## config.mk

```make
export PLATFORM = sky130hd
export DESIGN_NAME = valley_switch_frequency_reducer
export DESIGN_NICKNAME = d
export VERILOG_FILES = /design/src/core/vsfr_pkg.sv /design/src/core/valley_switch_frequency_reducer.sv
export VERILOG_INCLUDE_DIRS = /design/src /design/src/core
export SDC_FILE = /design/constraint.sdc
export NUM_CORES = 1
export LEC_CHECK = 0
export BUFFER_PORTS_ARGS = -buffer_cell sky130_fd_sc_hd__clkbuf_2
export CELL_PAD_IN_SITES_DETAIL_PLACEMENT = 1
export CELL_PAD_IN_SITES_GLOBAL_PLACEMENT = 2
export CORE_MARGIN = 2
export CORE_UTILIZATION = 40
export DETAILED_ROUTE_END_ITERATION = 16
export PLACE_DENSITY_LB_ADDON = 0.1
export SLEW_MARGIN = 20
export SYNTH_ARGS = -nofsm -noshare
export SYNTH_HDL_FRONTEND = slang
export SYNTH_SLANG_ARGS = --single-unit
```

## constraint.sdc

```tcl
create_clock -name clk_i -period 4.7 [get_ports clk_i]
set_input_delay 0.47 -clock clk_i [delete_from_list [all_inputs] [get_ports clk_i]]
set_output_delay 0.47 -clock clk_i [all_outputs]
set_load 0.02 [all_outputs]
```

## src/core/vsfr_defines.svh

```systemverilog
/*
 * Constants for the valley-switch frequency reducer: timing in its own
 * units, soft-start ceiling figures, valley-count limits, input bit map.
 * Assumes a single 100 MHz clock; included by bare name.
 */
// What this block does
// - Supply above turn-on level stops start-up charging and starts soft-start.
// - Soft-start lasts 12 ms in four equal steps, ceiling 0.32 V to 1 V.
// - Valley count is judged against three feedback levels every 48 ms period.
// - Feedback always below hold-low level: valley count up by one, max 7.
// - Above hold-low but never above hold-high: valley count unchanged.
// - Above hold-high but never above reset level: count down by one, min 1.
// - Feedback above reset level forces valley count to 1.
// - Valley count stays within 1 to 7; out-of-range steps are ignored.
// - Valley count starts at 1 after start-up.
// - Hold thresholds are selected by the detected line voltage level.
// - Each falling valley-sense crossing after turn-off bumps zero count, 0..7.
// - Zero-crossing count clears whenever the gate drive goes high.
// - Overvoltage during off-time latches off after a fixed blanking time.
// - Ringing suppression is long below ringing level, short otherwise.
// - Gate drive stays low while ringing suppression runs.
// - After suppression, gate turns on when zero count reaches valley count.
// - Gate turns on regardless after the maximum off interval.
`ifndef VSFR_DEFINES_SVH
`define VSFR_DEFINES_SVH

`define VSFR_CLK_PERIOD_NS     10
`define VSFR_EVAL_PERIOD_MS    48
`define VSFR_SOFT_START_MS     12
`define VSFR_SOFT_START_STEPS  4
`define VSFR_RING_LONG_NS      10000
`define VSFR_RING_SHORT_NS     2500
`define VSFR_OVP_BLANK_NS      1000
`define VSFR_MAX_OFF_NS        50000
`define VSFR_NS_PER_MS         1000000

`define VSFR_CEIL_START_MV     10'h140
`define VSFR_CEIL_END_MV       10'h3e8

`define VSFR_VALLEY_MIN        3'h1
`define VSFR_VALLEY_MAX        3'h7
`define VSFR_ZC_MAX            3'h7

// Bit positions in the synchronised comparator vector
`define VSFR_IN_SUPPLY_ON      0
`define VSFR_IN_FB_LOW         1
`define VSFR_IN_FB_HIGH        2
`define VSFR_IN_FB_RESET       3
`define VSFR_IN_ZC_BELOW       4
`define VSFR_IN_OVP            5
`define VSFR_IN_RING_BELOW     6
`define VSFR_IN_SWITCH_OFF     7
`define VSFR_IN_LINE_HIGH      8
`define VSFR_IN_WIDTH          9

`endif

```

## src/core/vsfr_pkg.sv

```systemverilog
/*
 * Types for the valley-switch frequency reducer.
 * Assumes nothing beyond a SystemVerilog elaborator.
 */
package vsfr_pkg;

    typedef enum logic [4:0] {
        ST_STARTUP  = 5'h01,
        ST_ON       = 5'h02,
        ST_SUPPRESS = 5'h04,
        ST_VALLEY   = 5'h08,
        ST_LATCHED  = 5'h10
    } sw_state_type;

endpackage

```

## src/core/valley_switch_frequency_reducer.sv

```systemverilog
/*
 * Switch-on control of a quasi-resonant flyback controller: start-up
 * hand-off, stepped soft-start ceiling, valley-count counter, zero-crossing
 * counter, ringing suppression, maximum off time and overvoltage latch.
 * Assumes analog comparators outside; switch-off comes from the current
 * comparator as switch_off_i. Needs vsfr_defines.svh and vsfr_pkg.
 */
`include "vsfr_defines.svh"

module valley_switch_frequency_reducer #(
    parameter int EVAL_CYCLES  = `VSFR_EVAL_PERIOD_MS * `VSFR_NS_PER_MS
                                 / `VSFR_CLK_PERIOD_NS,
    parameter int SS_STEP_CYC  = `VSFR_SOFT_START_MS * `VSFR_NS_PER_MS
                                 / `VSFR_CLK_PERIOD_NS
                                 / `VSFR_SOFT_START_STEPS,
    parameter int RING_LONG    = `VSFR_RING_LONG_NS / `VSFR_CLK_PERIOD_NS,
    parameter int RING_SHORT   = `VSFR_RING_SHORT_NS / `VSFR_CLK_PERIOD_NS,
    parameter int OVP_BLANK    = (`VSFR_OVP_BLANK_NS + `VSFR_CLK_PERIOD_NS
                                  - 1) / `VSFR_CLK_PERIOD_NS,
    parameter int MAX_OFF      = (`VSFR_MAX_OFF_NS + `VSFR_CLK_PERIOD_NS
                                  - 1) / `VSFR_CLK_PERIOD_NS
) (
    input  wire logic       clk_i,
    input  wire logic       rst_i,
    input  wire logic       ce_i,
    input  wire logic       supply_on_i,
    input  wire logic       fb_above_hold_low_i,
    input  wire logic       fb_above_hold_high_i,
    input  wire logic       fb_above_reset_i,
    input  wire logic       line_high_i,
    input  wire logic       valley_below_zc_i,
    input  wire logic       valley_overvoltage_i,
    input  wire logic       valley_below_ringing_i,
    input  wire logic       switch_off_i,
    output logic            gate_drive_o,
    output logic            startup_charge_en_o,
    output logic            soft_start_active_o,
    output logic [9:0]      cs_ceiling_mv_o,
    output logic            hold_sel_high_line_o,
    output logic [2:0]      valley_count_o,
    output logic [2:0]      zc_count_o,
    output logic            latched_off_o
);

    localparam int EW = $clog2(EVAL_CYCLES + 1);
    localparam int SW = $clog2(SS_STEP_CYC + 1);
    localparam int RW = $clog2(RING_LONG + 1);
    localparam int OW = $clog2(MAX_OFF + 1);
    localparam int BW = $clog2(OVP_BLANK + 1);

    if (EVAL_CYCLES < 2 || SS_STEP_CYC < 1 || RING_SHORT < 1 ||
        RING_LONG < RING_SHORT || MAX_OFF <= RING_LONG ||
        OVP_BLANK < 1) begin : g_bad_params
        $error("valley_switch_frequency_reducer: bad timing parameters");
    end

    // Equal ceiling increments; last step lands on the final ceiling
    function automatic logic [9:0] ceiling(input logic [1:0] step);
        logic [19:0] span;
        span = 20'((`VSFR_CEIL_END_MV - `VSFR_CEIL_START_MV) * step);
        return 10'(`VSFR_CEIL_START_MV + span / (`VSFR_SOFT_START_STEPS - 1));
    endfunction

    // Input synchroniser; stage one feeds only stage two
    logic [`VSFR_IN_WIDTH-1:0] meta_ff;
    logic [`VSFR_IN_WIDTH-1:0] sync_ff;
    logic [`VSFR_IN_WIDTH-1:0] raw;
    assign raw = {line_high_i, switch_off_i, valley_below_ringing_i,
                  valley_overvoltage_i, valley_below_zc_i, fb_above_reset_i,
                  fb_above_hold_high_i, fb_above_hold_low_i, supply_on_i};

    always_ff @(posedge clk_i or posedge rst_i) begin
        if (rst_i) begin
            meta_ff <= '0;
            sync_ff <= '0;
        end else if (ce_i) begin
            meta_ff <= raw;
            sync_ff <= meta_ff;
        end
    end

    logic zc_prev_ff;
    wire supply_on  = sync_ff[`VSFR_IN_SUPPLY_ON];
    wire fb_low     = sync_ff[`VSFR_IN_FB_LOW];
    wire fb_high    = sync_ff[`VSFR_IN_FB_HIGH];
    wire fb_reset   = sync_ff[`VSFR_IN_FB_RESET];
    wire zc_below   = sync_ff[`VSFR_IN_ZC_BELOW];
    wire ovp        = sync_ff[`VSFR_IN_OVP];
    wire ring_below = sync_ff[`VSFR_IN_RING_BELOW];
    wire sw_off     = sync_ff[`VSFR_IN_SWITCH_OFF];
    wire zc_fall    = zc_below & ~zc_prev_ff;

    vsfr_pkg::sw_state_type state_ff;
    vsfr_pkg::sw_state_type nxt_state;
    logic [RW-1:0] ring_ff;
    logic [OW-1:0] off_ff;
    logic [BW-1:0] blank_ff;
    logic [2:0]    zc_ff;
    logic [2:0]    valley_ff;

    wire gate_off    = (state_ff == vsfr_pkg::ST_SUPPRESS) ||
                       (state_ff == vsfr_pkg::ST_VALLEY);
    wire max_off_hit = (off_ff >= OW'(MAX_OFF));
    wire valley_hit  = (zc_ff >= valley_ff);
    wire ovp_trip    = gate_off && ovp && (blank_ff >= BW'(OVP_BLANK - 1));
    wire ring_done   = (ring_ff == '0);
    wire [RW-1:0] ring_load = ring_below ? RW'(RING_LONG)
                                         : RW'(RING_SHORT);

    always_comb begin
        nxt_state = state_ff;
        case (state_ff)
            vsfr_pkg::ST_STARTUP:
                if (supply_on) nxt_state = vsfr_pkg::ST_ON;
            vsfr_pkg::ST_ON:
                if (sw_off) nxt_state = vsfr_pkg::ST_SUPPRESS;
            vsfr_pkg::ST_SUPPRESS:
                if (ovp_trip) nxt_state = vsfr_pkg::ST_LATCHED;
                else if (ring_done) nxt_state = vsfr_pkg::ST_VALLEY;
            vsfr_pkg::ST_VALLEY:
                if (ovp_trip) nxt_state = vsfr_pkg::ST_LATCHED;
                else if (valley_hit || max_off_hit) begin
                    nxt_state = vsfr_pkg::ST_ON;
                end
            vsfr_pkg::ST_LATCHED:
                nxt_state = vsfr_pkg::ST_LATCHED;
            default:
                nxt_state = vsfr_pkg::ST_LATCHED;
        endcase
    end

    wire gate_rise = (nxt_state == vsfr_pkg::ST_ON) &&
                     (state_ff != vsfr_pkg::ST_ON);
    wire enter_off = (nxt_state == vsfr_pkg::ST_SUPPRESS) &&
                     (state_ff == vsfr_pkg::ST_ON);

    always_ff @(posedge clk_i or posedge rst_i) begin
        if (rst_i) begin
            state_ff            <= vsfr_pkg::ST_STARTUP;
            gate_drive_o        <= 1'b0;
            startup_charge_en_o <= 1'b1;
            latched_off_o       <= 1'b0;
            zc_prev_ff          <= 1'b0;
        end else if (ce_i) begin
            state_ff            <= nxt_state;
            gate_drive_o        <= (nxt_state == vsfr_pkg::ST_ON);
            startup_charge_en_o <= (nxt_state == vsfr_pkg::ST_STARTUP);
            latched_off_o       <= (nxt_state == vsfr_pkg::ST_LATCHED);
            zc_prev_ff          <= zc_below;
        end
    end

    // Ringing, off-time and overvoltage blanking timers
    always_ff @(posedge clk_i or posedge rst_i) begin
        if (rst_i) begin
            ring_ff  <= '0;
            off_ff   <= '0;
            blank_ff <= '0;
        end else if (ce_i) begin
            if (enter_off) ring_ff <= ring_load;
            else if (!ring_done) ring_ff <= ring_ff - RW'(1);
            if (!gate_off) off_ff <= '0;
            else if (!max_off_hit) off_ff <= off_ff + OW'(1);
            // Blanking restarts if the overvoltage clears early
            if (gate_off && ovp) blank_ff <= blank_ff + BW'(1);
            else blank_ff <= '0;
        end
    end

    // Zero crossings count from turn-off, also during suppression
    always_ff @(posedge clk_i or posedge rst_i) begin
        if (rst_i) begin
            zc_ff <= '0;
        end else if (ce_i) begin
            if (gate_rise) zc_ff <= '0;
            else if (gate_off && zc_fall && zc_ff != `VSFR_ZC_MAX) begin
                zc_ff <= zc_ff + 3'h1;
            end
        end
    end
    assign zc_count_o = zc_ff;

    // Soft-start: four equal steps from turn-on
    logic [SW-1:0] ss_cnt_ff;
    logic [1:0]    ss_step_ff;
    logic          ss_run_ff;
    wire ss_tick = ss_run_ff && (ss_cnt_ff == SW'(SS_STEP_CYC - 1));

    always_ff @(posedge clk_i or posedge rst_i) begin
        if (rst_i) begin
            ss_cnt_ff           <= '0;
            ss_step_ff          <= '0;
            ss_run_ff           <= 1'b0;
            soft_start_active_o <= 1'b0;
            cs_ceiling_mv_o     <= `VSFR_CEIL_START_MV;
        end else if (ce_i) begin
            if (state_ff == vsfr_pkg::ST_STARTUP && supply_on) begin
                ss_run_ff           <= 1'b1;
                soft_start_active_o <= 1'b1;
            end else if (ss_tick) begin
                ss_cnt_ff <= '0;
                if (ss_step_ff == 2'h3) begin
                    ss_run_ff           <= 1'b0;
                    soft_start_active_o <= 1'b0;
                end else begin
                    ss_step_ff      <= ss_step_ff + 2'h1;
                    cs_ceiling_mv_o <= ceiling(ss_step_ff + 2'h1);
                end
            end else if (ss_run_ff) begin
                ss_cnt_ff <= ss_cnt_ff + SW'(1);
            end
        end
    end

    // Valley-count evaluation period with sticky feedback flags
    logic [EW-1:0] eval_ff;
    logic          seen_low_ff;
    logic          seen_high_ff;
    logic          seen_reset_ff;
    wire eval_end  = (eval_ff == EW'(EVAL_CYCLES - 1));
    wire any_low   = seen_low_ff | fb_low;
    wire any_high  = seen_high_ff | fb_high;
    wire any_reset = seen_reset_ff | fb_reset;

    logic [2:0] nxt_valley;
    always_comb begin
        nxt_valley = valley_ff;
        if (any_reset) nxt_valley = `VSFR_VALLEY_MIN;
        else if (any_high) begin
            if (valley_ff != `VSFR_VALLEY_MIN) begin
                nxt_valley = valley_ff - 3'h1;
            end
        end else if (!any_low) begin
            if (valley_ff != `VSFR_VALLEY_MAX) begin
                nxt_valley = valley_ff + 3'h1;
            end
        end
    end

    always_ff @(posedge clk_i or posedge rst_i) begin
        if (rst_i) begin
            eval_ff              <= '0;
            seen_low_ff          <= 1'b0;
            seen_high_ff         <= 1'b0;
            seen_reset_ff        <= 1'b0;
            valley_ff            <= `VSFR_VALLEY_MIN;
            hold_sel_high_line_o <= 1'b0;
        end else if (ce_i) begin
            hold_sel_high_line_o <= sync_ff[`VSFR_IN_LINE_HIGH];
            if (state_ff == vsfr_pkg::ST_STARTUP) begin
                eval_ff   <= '0;
                valley_ff <= `VSFR_VALLEY_MIN;
            end else if (eval_end) begin
                eval_ff       <= '0;
                valley_ff     <= nxt_valley;
                // New period starts clean; no sample is dropped
                seen_low_ff   <= 1'b0;
                seen_high_ff  <= 1'b0;
                seen_reset_ff <= 1'b0;
            end else begin
                eval_ff       <= eval_ff + EW'(1);
                seen_low_ff   <= any_low;
                seen_high_ff  <= any_high;
                seen_reset_ff <= any_reset;
            end
        end
    end
    assign valley_count_o = valley_ff;

endmodule

```

Word-level counts from Yosys, hierarchy flattened
Index checks and enable logic that the tools add are counted.
{"block": "word_totals", "latch_bits": 0, "romBits": 0, "inputBits": 12, "ramBits": 0, "elab_cells": 120, "output_inout_bits": 21, "ff_bits": 122, "n_memories": 0}
{"block": "op_classes", "bitwise_logic": 8, "shift": 0, "multipliers": 1, "n_eq_ne": 19, "addsub": 10, "reduce_logical": 25, "n_div": 1, "magnitude_cmp": 3, "muxes": 32}
{"cell": "$mux W23", "count": 2}
{"cell": "$mux W19", "count": 2}
{"cell": "$div A12 B2 Y32 const B", "count": 1}
{"cell": "$mux W10", "count": 3}
{"cell": "$mux W5", "count": 6}
{"cell": "$mux W3", "count": 9}
{"cell": "$mux W13", "count": 2}
{"cell": "$add A23 B1 Y23 const B", "count": 1}
{"cell": "$eq A23 B23 Y1 const B", "count": 1}
{"cell": "$pmux W5 S4", "count": 1}
{"cell": "$add A19 B1 Y19 const B", "count": 1}
{"cell": "$eq A19 B19 Y1 const B", "count": 1}
{"cell": "$add A13 B1 Y13 const B", "count": 1}
{"cell": "$ge A13 B13 Y1 const B", "count": 1}
{"cell": "$add A9 B10 Y10 const A", "count": 1}
{"cell": "$eq A5 B1 Y1 const B", "count": 2}
{"cell": "$eq A5 B2 Y1 const B", "count": 2}
{"cell": "$eq A5 B3 Y1 const B", "count": 2}
{"cell": "$logic_not A10 Y1", "count": 1}
{"cell": "$reduce_bool A2 Y1", "count": 5}
{"cell": "$sub A10 B1 Y10 const B", "count": 1}
{"cell": "$mul A7 B2 Y9 const A", "count": 1}
{"cell": "$logic_and A1 B1 Y1", "count": 8}
{"cell": "$ne A4 B1 Y1 const B", "count": 2}
{"cell": "25 further kinds", "count": 42}

Logic depth before layout (Yosys ltp)
Gate-level depths: netlist of the first run.
{"block": "logic_depth", "depth_word": 10, "ltp_mapped": 8, "ltp_nobuf": 7}

Worst setup path before layout of the first run
No wires, ideal clock.
{"block": "synth_path", "path_type": "register to register", "startpoint": "register zc_ff[0] (netlist: zc_count_o[0])", "endpoint": "register zc_ff[2] (netlist: zc_count_o[2])", "synth_period_minus_slack_ns": 2.143, "path_slack_ns": 2.557, "required_ns": 4.566, "path_stages_with_launch": 8, "setup_ns": 0.134, "path_buffers": 0, "arrival_time_ns": 2.009, "path_cell_list": "dfrtp_1 > ha_1 > ha_1 > or3b_2 > nor4_1 > o211ai_1 > nand2_1 > o21ai_0"}
{"block": "synth_via", "elab_chain_cells": 9, "word_cells_on_any_way": 14, "cone_classes": "add/sub (1); order compare (1); eq/ne (2); mux (5); reduce/logical (5)"}
{"item": "start, declared", "line_no": "valley_switch_frequency_reducer.sv:98", "text": "logic [2:0] zc_ff;"}
{"item": "start signal, assigned", "line_no": "valley_switch_frequency_reducer.sv:177", "text": "zc_ff <= zc_ff + 3'h1;"}
{"item": "$ge A3 B3 Y1", "line_no": "valley_switch_frequency_reducer.sv:104", "text": "wire valley_hit = (zc_ff >= valley_ff);"}
{"item": "$logic_or A1 B1 Y1", "line_no": "valley_switch_frequency_reducer.sv:122", "text": "else if (valley_hit || max_off_hit) begin"}
{"item": "$mux W5", "line_no": "valley_switch_frequency_reducer.sv:122"}
{"item": "$mux W5", "line_no": "valley_switch_frequency_reducer.sv:121", "text": "if (ovp_trip) nxt_state = vsfr_pkg::ST_LATCHED;"}
{"item": "$pmux W5 S4", "line_no": "valley_switch_frequency_reducer.sv:112", "text": "case (state_ff)"}
{"item": "$eq A5 B2 Y1", "line_no": "valley_switch_frequency_reducer.sv:132", "text": "wire gate_rise = (nxt_state == vsfr_pkg::ST_ON) &&"}
{"item": "$logic_and A1 B1 Y1", "line_no": "valley_switch_frequency_reducer.sv:132"}
{"item": "$reduce_bool A2 Y1 (no line)"}
{"item": "$reduce_and A2 Y1 (no line)"}
Several ways; a longest one is shown, not always the timed one. The select of a mux whose other input is x is not followed.
A chain may end at the register's enable or synchronous reset.

Worst setup path in the final report of the first run
{"block": "layout_path", "startpoint": "register ss_step_ff[0]", "endpoint": "register cs_ceiling_mv_o[4]"}
{"block": "layout_via", "elab_chain_cells": 4, "word_cells_on_any_way": 7, "cone_classes": "add/sub (2); mul (1); div (1); eq/ne (1); bitwise (1); reduce/logical (1)"}
{"item": "start, declared", "line_no": "valley_switch_frequency_reducer.sv:185", "text": "logic [1:0] ss_step_ff;"}
{"item": "start signal, assigned", "line_no": "valley_switch_frequency_reducer.sv:206", "text": "ss_step_ff <= ss_step_ff + 2'h1;"}
{"item": "$add A2 B1 Y2", "line_no": "valley_switch_frequency_reducer.sv:207", "text": "cs_ceiling_mv_o <= ceiling(ss_step_ff + 2'h1);"}
{"item": "$mul A7 B2 Y9", "line_no": "valley_switch_frequency_reducer.sv:60", "text": "span = 20'((`VSFR_CEIL_END_MV - `VSFR_CEIL_START_MV) * step);"}
{"item": "$div A12 B2 Y32", "line_no": "valley_switch_frequency_reducer.sv:61", "text": "return 10'(`VSFR_CEIL_START_MV + span / (`VSFR_SOFT_START_STEPS - 1));"}
{"item": "$add A9 B10 Y10 (no line)"}
{"item": "end signal, assigned", "line_no": "valley_switch_frequency_reducer.sv:195", "text": "cs_ceiling_mv_o <= `VSFR_CEIL_START_MV;"}
{"item": "end signal, assigned", "line_no": "valley_switch_frequency_reducer.sv:207"}
{"item": "end, declared", "line_no": "valley_switch_frequency_reducer.sv:38", "text": "output logic [9:0] cs_ceiling_mv_o,"}
Several ways; a longest one is shown, not always the timed one.

==> flow_summary.ini, run 1 <==
[run_status]
outcome = finished, final reports clean

[placement]
portBuffers = 32
dp_hpwl_mm = 11.0
dp_slack_ns = 1.94
gp_congestion = 0.793
post-place-cells = 891

[global_route]
antenna_found_initial = 0
busiest_layer = met2
grtUsageMet2_pct = 32.4
overflow = 0
grt_max_degree = 82
grt_pass1_wl_mm = 28.5
grt_usage_pct = 20.0
grt_use_met1_pct = 26.7
met3_usage_pct = 4.75
grt_pass1_vias = 5443

[worst_setup_path]
setup.worst_path.end_class = flop
cp_max_fo = 8
worstPathArrival_ns = 2.79
path_class = reg -> reg
critPathLaunchType = flop
critical_path_required_ns = 5.00

[finish]
final_core_util_pct = 47.5
register_area_sq_um = 3010
final_common_cell = dfrtp_1
mostFrequentLayoutCells = 115 x dfrtp_1, 50 x nand2_1, 46 x nor2_1
fill_cells = 1842
multi_input_area_sq_um = 3370
fin_cells = 922
syn_to_final_growth_pct = 15.1
diodes = 0
drive_gt1_share_pct = 17.4
nNetsFinal = 729

[yosys]
synth.largest_area_cell = dfrtp_1
yosys_warnings = 0
yosys_most_used_dff = dfrtp_1
synthCells = 667
synth_cell_types = 72
synth_edf_count = 0
synthTopCellsByArea = dfrtp_1 44%, mux2_2 5.3%, ha_1 4.4%, o21ai_0 3.1%, nand2_1 2.8%
ys_seq_area_share_pct = 45.6
ys_seq_elements = 120
synth_fp_nets = 702
avgSynthCellArea_sq_um = 9.90
synth_top_area_share_pct = 43.6
async_reset_ff_share_pct = 100
syn_area_sq_um = 6600

[sta]
clock.fmax_mhz = 401
setup_tns_ns = 0
relSlewSlack_pct = 39.8
fin_crit_ns = 2.49
final.setup.worst_slack_ns = 2.21
finalHoldViolations = 0
slew_violations = 0
rsz0062_at_grt = no
setup_viol = 0
period_share_pct = 53.0
worst_slew_pin_slew_ns = 0.903
whs_ns = 0.0427
clock_skew_ns = 0.0143

[clock_tree]
clock_path_buffers = 2
clock-sinks = 120
clockRootBuffer = clkbuf_16
cts_hold_buf = 0
cts_max_level = 4
cts_resized = 0
cts_made_buffers = 17
post_cts_buffers = 0
worst_skew_pair.late_latency_ns = 0.42
cts_tree = yes
path_clk_slew_ns = 0.06

[hold_path]
hp-class = in -> async

[routing]
post-route-drc-count = 0
vias_per_cell = 5.66
ant_nets = 0
vias = 5218
drtPass1Iterations = 4
finalWirelength_mm = 16.3
drtIter0Drc = 236
detail_route.wl_per_cell_um = 17.7

[floorplanning]
num_rows = 46
design.core.area_sq_um = 16000
initial_utilization_pct = 41.3
die_h_um = 132
dieArea_sq_um = 17600
boundaryPins = 33
die_w_um = 132

[flow_run]
drv_cap = 0

[power]
power_density_nw_per_um2 = 381
ir_drop_v = 0.000323
cellLeakagePower_nw = 3.24
## stage by stage
step           instance area [sq um]  total power, mW
2_1_floorplan                   6600             1.38
3_3_place_gp                    6950             1.44
3_5_place_dp                    6950             1.45
4_1_cts                         7600             2.94
5_1_grt                         7600             3.03
6_report                        7600             2.89
## routing by layer
layer  vias up  routed length (um)
met4         0                 167
met1      2632                7890
li1       2520                   -
met2        51                7860
met3        15                 422
met5         -                   0
## layout make-up
class	count	share of cell area [%]
clock buffer	23	6.42
clock inverter	8	2.21
inverter	27	1.37
multi-input combinational	491	44.3
sequential	120	39.6
tap	216	3.55
timing repair buffer	37	2.60
## logic make-up after synthesis
kind of cell | count (synthesis) | synth area share, %
compound gates | 160 | 16.4
xor+xnor | 30 | 3.98
fa+ha+maj | 23 | 4.36
buf+inv | 56 | 3.51
flops | 120 | 45.6
mux | 37 | 6.20
simple gates | 241 | 20.0
## sequential cells by signal, summed over array words and instances, names as in the netlist, 5 cells and up
register and count:
meta_ff 9, state_ff 5, eval_ff 23, ss_cnt_ff 19
sync_ff 9, cs_ceiling_mv_o 8, blank_ff 7, off_ff 13
ring_ff 10
## power by group
| group | switching, mW | leakage, nW | internal (mW) |
|---|---|---|---|
| registers | 0.0869 | 1.54 | 1.12 |
| logic | 0.130 | 1.38 | 0.101 |
| clock network | 0.468 | 0.319 | 0.993 |
## cell usage after synthesis (4+ instances only)
| master | instances |
|---|---|
| nor2_1 | 46 |
| clkbuf_1 | 17 |
| o211ai_1 | 10 |
| dfstp_2 | 5 |
| dfrtp_1 | 115 |
| nor4_1 | 8 |
| a21o_1 | 5 |
| o2bb2ai_1 | 4 |
| a21oi_1 | 25 |
| o21ai_0 | 41 |
| nor4b_1 | 6 |
| or3_1 | 7 |
| o21a_1 | 7 |
| nor2b_1 | 5 |
| mux2i_1 | 6 |
| and3_1 | 11 |
| nand2_1 | 50 |
| a31oi_1 | 22 |
| xor2_1 | 15 |
| nor3_1 | 20 |
| a41oi_1 | 5 |
| a22o_1 | 8 |
| mux2_2 | 31 |
| and4_1 | 10 |
| nand3_1 | 28 |
| ha_1 | 23 |
| buf_2 | 8 |
| inv_1 | 27 |
| nand4_1 | 15 |
| xnor2_1 | 15 |
| o2111ai_1 | 4 |
| and2_1 | 4 |
| nand2b_1 | 6 |
## worst paths after layout
check | endpoint | slack [ns] | from | cells after the start
min in group clk_i | meta_ff[5] | 0.28 | valley_overvoltage_i | 2
max in group asynchronous | ring_ff[5] | 3.70 | rst_i | 3
worst max-delay path | cs_ceiling_mv_o[4] | 2.21 | ss_step_ff[0] | 7
worst min-delay path | sync_ff[4] | 0.04 | rst_i | 2
worst max register to register | cs_ceiling_mv_o[4] | 2.21 | ss_step_ff[0] | 7
worst min register to register | cs_ceiling_mv_o[8] | 0.48 | cs_ceiling_mv_o[8] | 2
## worst max-delay path, stage by stage (launching register included)
cell     delay (ns)
dfrtp_1        0.51
inv_1          0.18
ha_1           0.40
xor2_1         0.48
o22ai_1        0.17
a22oi_1        0.25
nand4_1        0.10
mux2_2         0.28
Power figures use the tool's default switching activity.
==> run 2, diff against run 1 <==
CORE_UTILIZATION = 36   (was 40)
clock period = 2 ns   (was 4.7 ns; I/O delays follow)
==> run 2 against run 1 <==
Against the previous run:
- the flow now finishes with violations (negative setup slack)
- setup slack got worse by 2.3 ns
- die area rose by 11%
- cell count rose by 12%
- non-clock buffer count rose by 93
- critical path depth rose by 2
- flip-flop and latch count did not move
- register-to-register slack got worse by 2.3 ns
- wire length rose by 17%
- clock power rose by 130%
- hold slack got worse by 0.025 ns
- global-route usage fell by 0.22 points
- final area rose by 15%
- critical endpoint is now cs_ceiling_mv_o[7]
==> flow_summary.ini, run 2 (synthesis gave the netlist of run 1 again) <==
[finish]
syn_to_final_growth_pct = 32.1
mostFrequentLayoutCells = 112 x dfrtp_1, 83 x buf_4, 50 x nand2_1
register_area_sq_um = 3010
fin_cells = 1029
reg_top3 = eval_ff x23, ss_cnt_ff x19, off_ff x13
final_core_util_pct = 48.6
diodes = 0
multi_input_area_sq_um = 3630
largest_reg_flops = 23
fill_cells = 2005
final_common_cell = dfrtp_1
largest-register = eval_ff
drive_gt1_share_pct = 32.5
nNetsFinal = 822

[power]
intPower_mw = 5.21
p_sw_mw = 1.84
power_frac_comb_pct = 13.3
ir_drop_v = 0.000888
power_density_nw_per_um2 = 808
switching_share_pct = 26.1
cellLeakagePower_nw = 3.82
clkPwrFrac_pct = 47.1
pwr-share-seq_pct = 39.6

[sta]
clock.fmax_mhz = 477
final.setup.worst_slack_ns = -0.0957
slew_violations = 0
finalHoldViolations = 0
rsz0062_at_grt = yes
period_share_pct = 105
clock_skew_ns = 0.00988
setup_viol = 15
worst_slew_pin_slew_ns = 0.478
relSlewSlack_pct = 68.1
fin_crit_ns = 2.10

[worst_setup_path]
worstReg2RegStart = ss_cnt_ff[1]
cp_slowest_cell = dfrtp_1
cp_common_cell = nand4_1
reg2reg_depth = 9
critPathLaunchType = flop
worstPathArrival_ns = 2.39
r2r-end = cs_ceiling_mv_o[7]
max_stage_delay_ns = 0.36
path_class = reg -> reg
critical_path_required_ns = 2.30
setup.worst_path.end_class = flop
crit_chain = ha_2 > nand4_1 > buf_4 > nor2_4 > nand4_1 > nor3_4 > buf_12 > buf_6 > mux2_4
cp_max_fo = 5
reg2reg_slack_ns = -0.1

[floorplanning]
design.core.area_sq_um = 18000
num_rows = 49
die_h_um = 139
die_w_um = 139
dieArea_sq_um = 19400
initial_utilization_pct = 36.8
boundaryPins = 33

[routing]
detail_route.wl_per_cell_um = 18.5
vias = 5713
drtIter0Drc = 229
dr_wl_met3_um = 518
post-route-drc-count = 0
met1Wirelength_mm = 8.58
wl_met2_mm = 9.66
drtPass1Iterations = 4
vias_per_cell = 5.55
finalWirelength_mm = 19.1
ant_nets = 0
top_layer = met4

[hold_path]
hp-class = in -> reg
worstHoldStart = supply_on_i
whs_path_depth = 2
min_to = meta_ff[0]

[global_route]
antenna_found_initial = 0
grt_pass1_vias = 6201
overflow = 0
grt_usage_pct = 19.8
grt_max_degree = 56
grt_pass1_wl_mm = 31.3

[clock_tree]
cts_max_level = 4
clock-sinks = 120
path_clk_slew_ns = 0.06
clockRootBuffer = clkbuf_16
worst_skew_pair.late_latency_ns = 0.42
cts_tree = yes
cts_made_buffers = 17
clock_path_buffers = 2

[flow_run]
drv_cap = 0

[placement]
gp_congestion = 0.778
dp_hpwl_mm = 12.5
post-place-cells = 975
portBuffers = 32

[run_status]
violations = negative setup slack
outcome = finished with violations
[run 2: worst max-delay path by stage]
stage	from	to	slack, ns	cells after the start
after global routing	ss_cnt_ff[1]	cs_ceiling_mv_o[4]	-0.19	9
after CTS	ring_ff[1]	ring_ff[6]	-0.05	7
after floorplan	ring_ff[0]	ring_ff[7]	0.00006	8
final	ss_cnt_ff[1]	cs_ceiling_mv_o[7]	-0.1	9
after global placement	ss_cnt_ff[10]	cs_ceiling_mv_o[5]	-0.12	6
after detailed placement	ring_ff[1]	ring_ff[0]	-0.12	7
[run 2: through the flow]
step	total power [mW]	hold WS, ns	TNS (ns)	worst slack (ns)	area, sq um
after CTS	7.04	0.000318	-0.189	-0.0539	8420
after global placement	3.57	0.170	-1.06	-0.116	7610
after global routing	7.40	0.000415	-2.26	-0.187	8720
final	7.05	0.0179	-0.811	-0.0957	8720
after detailed placement	3.62	0.186	-1.91	-0.123	7610
after floorplan	3.26	0.352	0	0.0000608	6650
[run 2: cell type report]
type | count | share of cell area (%)
sequential | 120 | 34.5
inverter | 27 | 1.20
multi-input combinational | 491 | 41.6
timing repair buffer | 130 | 12.1
tap | 229 | 3.28
clock buffer | 18 | 5.03
clock inverter | 14 | 2.24
[run 2: repair_timing]
item | 4_1_cts | 5_1_grt
hold buffers | 1 | 1
pin swaps | 11 | 26
endpoints found under the hold margin | 10 | 1
gates resized for setup | 24 | 45
setup buffers | 8 | 11
cloned | 0 | 3
setup endpoints to repair | 31 | 62
[run 2: per-layer routing]
| metal | GRT usage, % | vias to the layer above |
|---|---|---|
| met4 | 4.78 | 0 |
| li1 | - | 2708 |
| met3 | 4.47 | 18 |
| met2 | 34.4 | 66 |
| met1 | 25.1 | 2921 |
| met5 | 0 | - |
[run 2: worst max-delay path, delay by kind of cell (launching register included)]
family | cells | cell delay, ns
simple gates | 4 | 0.70
buf+inv | 3 | 0.44
flops | 1 | 0.36
mux | 1 | 0.29
fa+ha+maj | 1 | 0.19
[run 2: power groups by stage]
stage                     clock network [mW]  registers [mW]  logic (mW)
final                                   3.32            2.79       0.939
after global routing                    3.55            2.81        1.04
after CTS                               3.41            2.78       0.849
after detailed placement                   0            2.82       0.803
after global placement                     0            2.81       0.757
after floorplan                            0            2.81       0.452
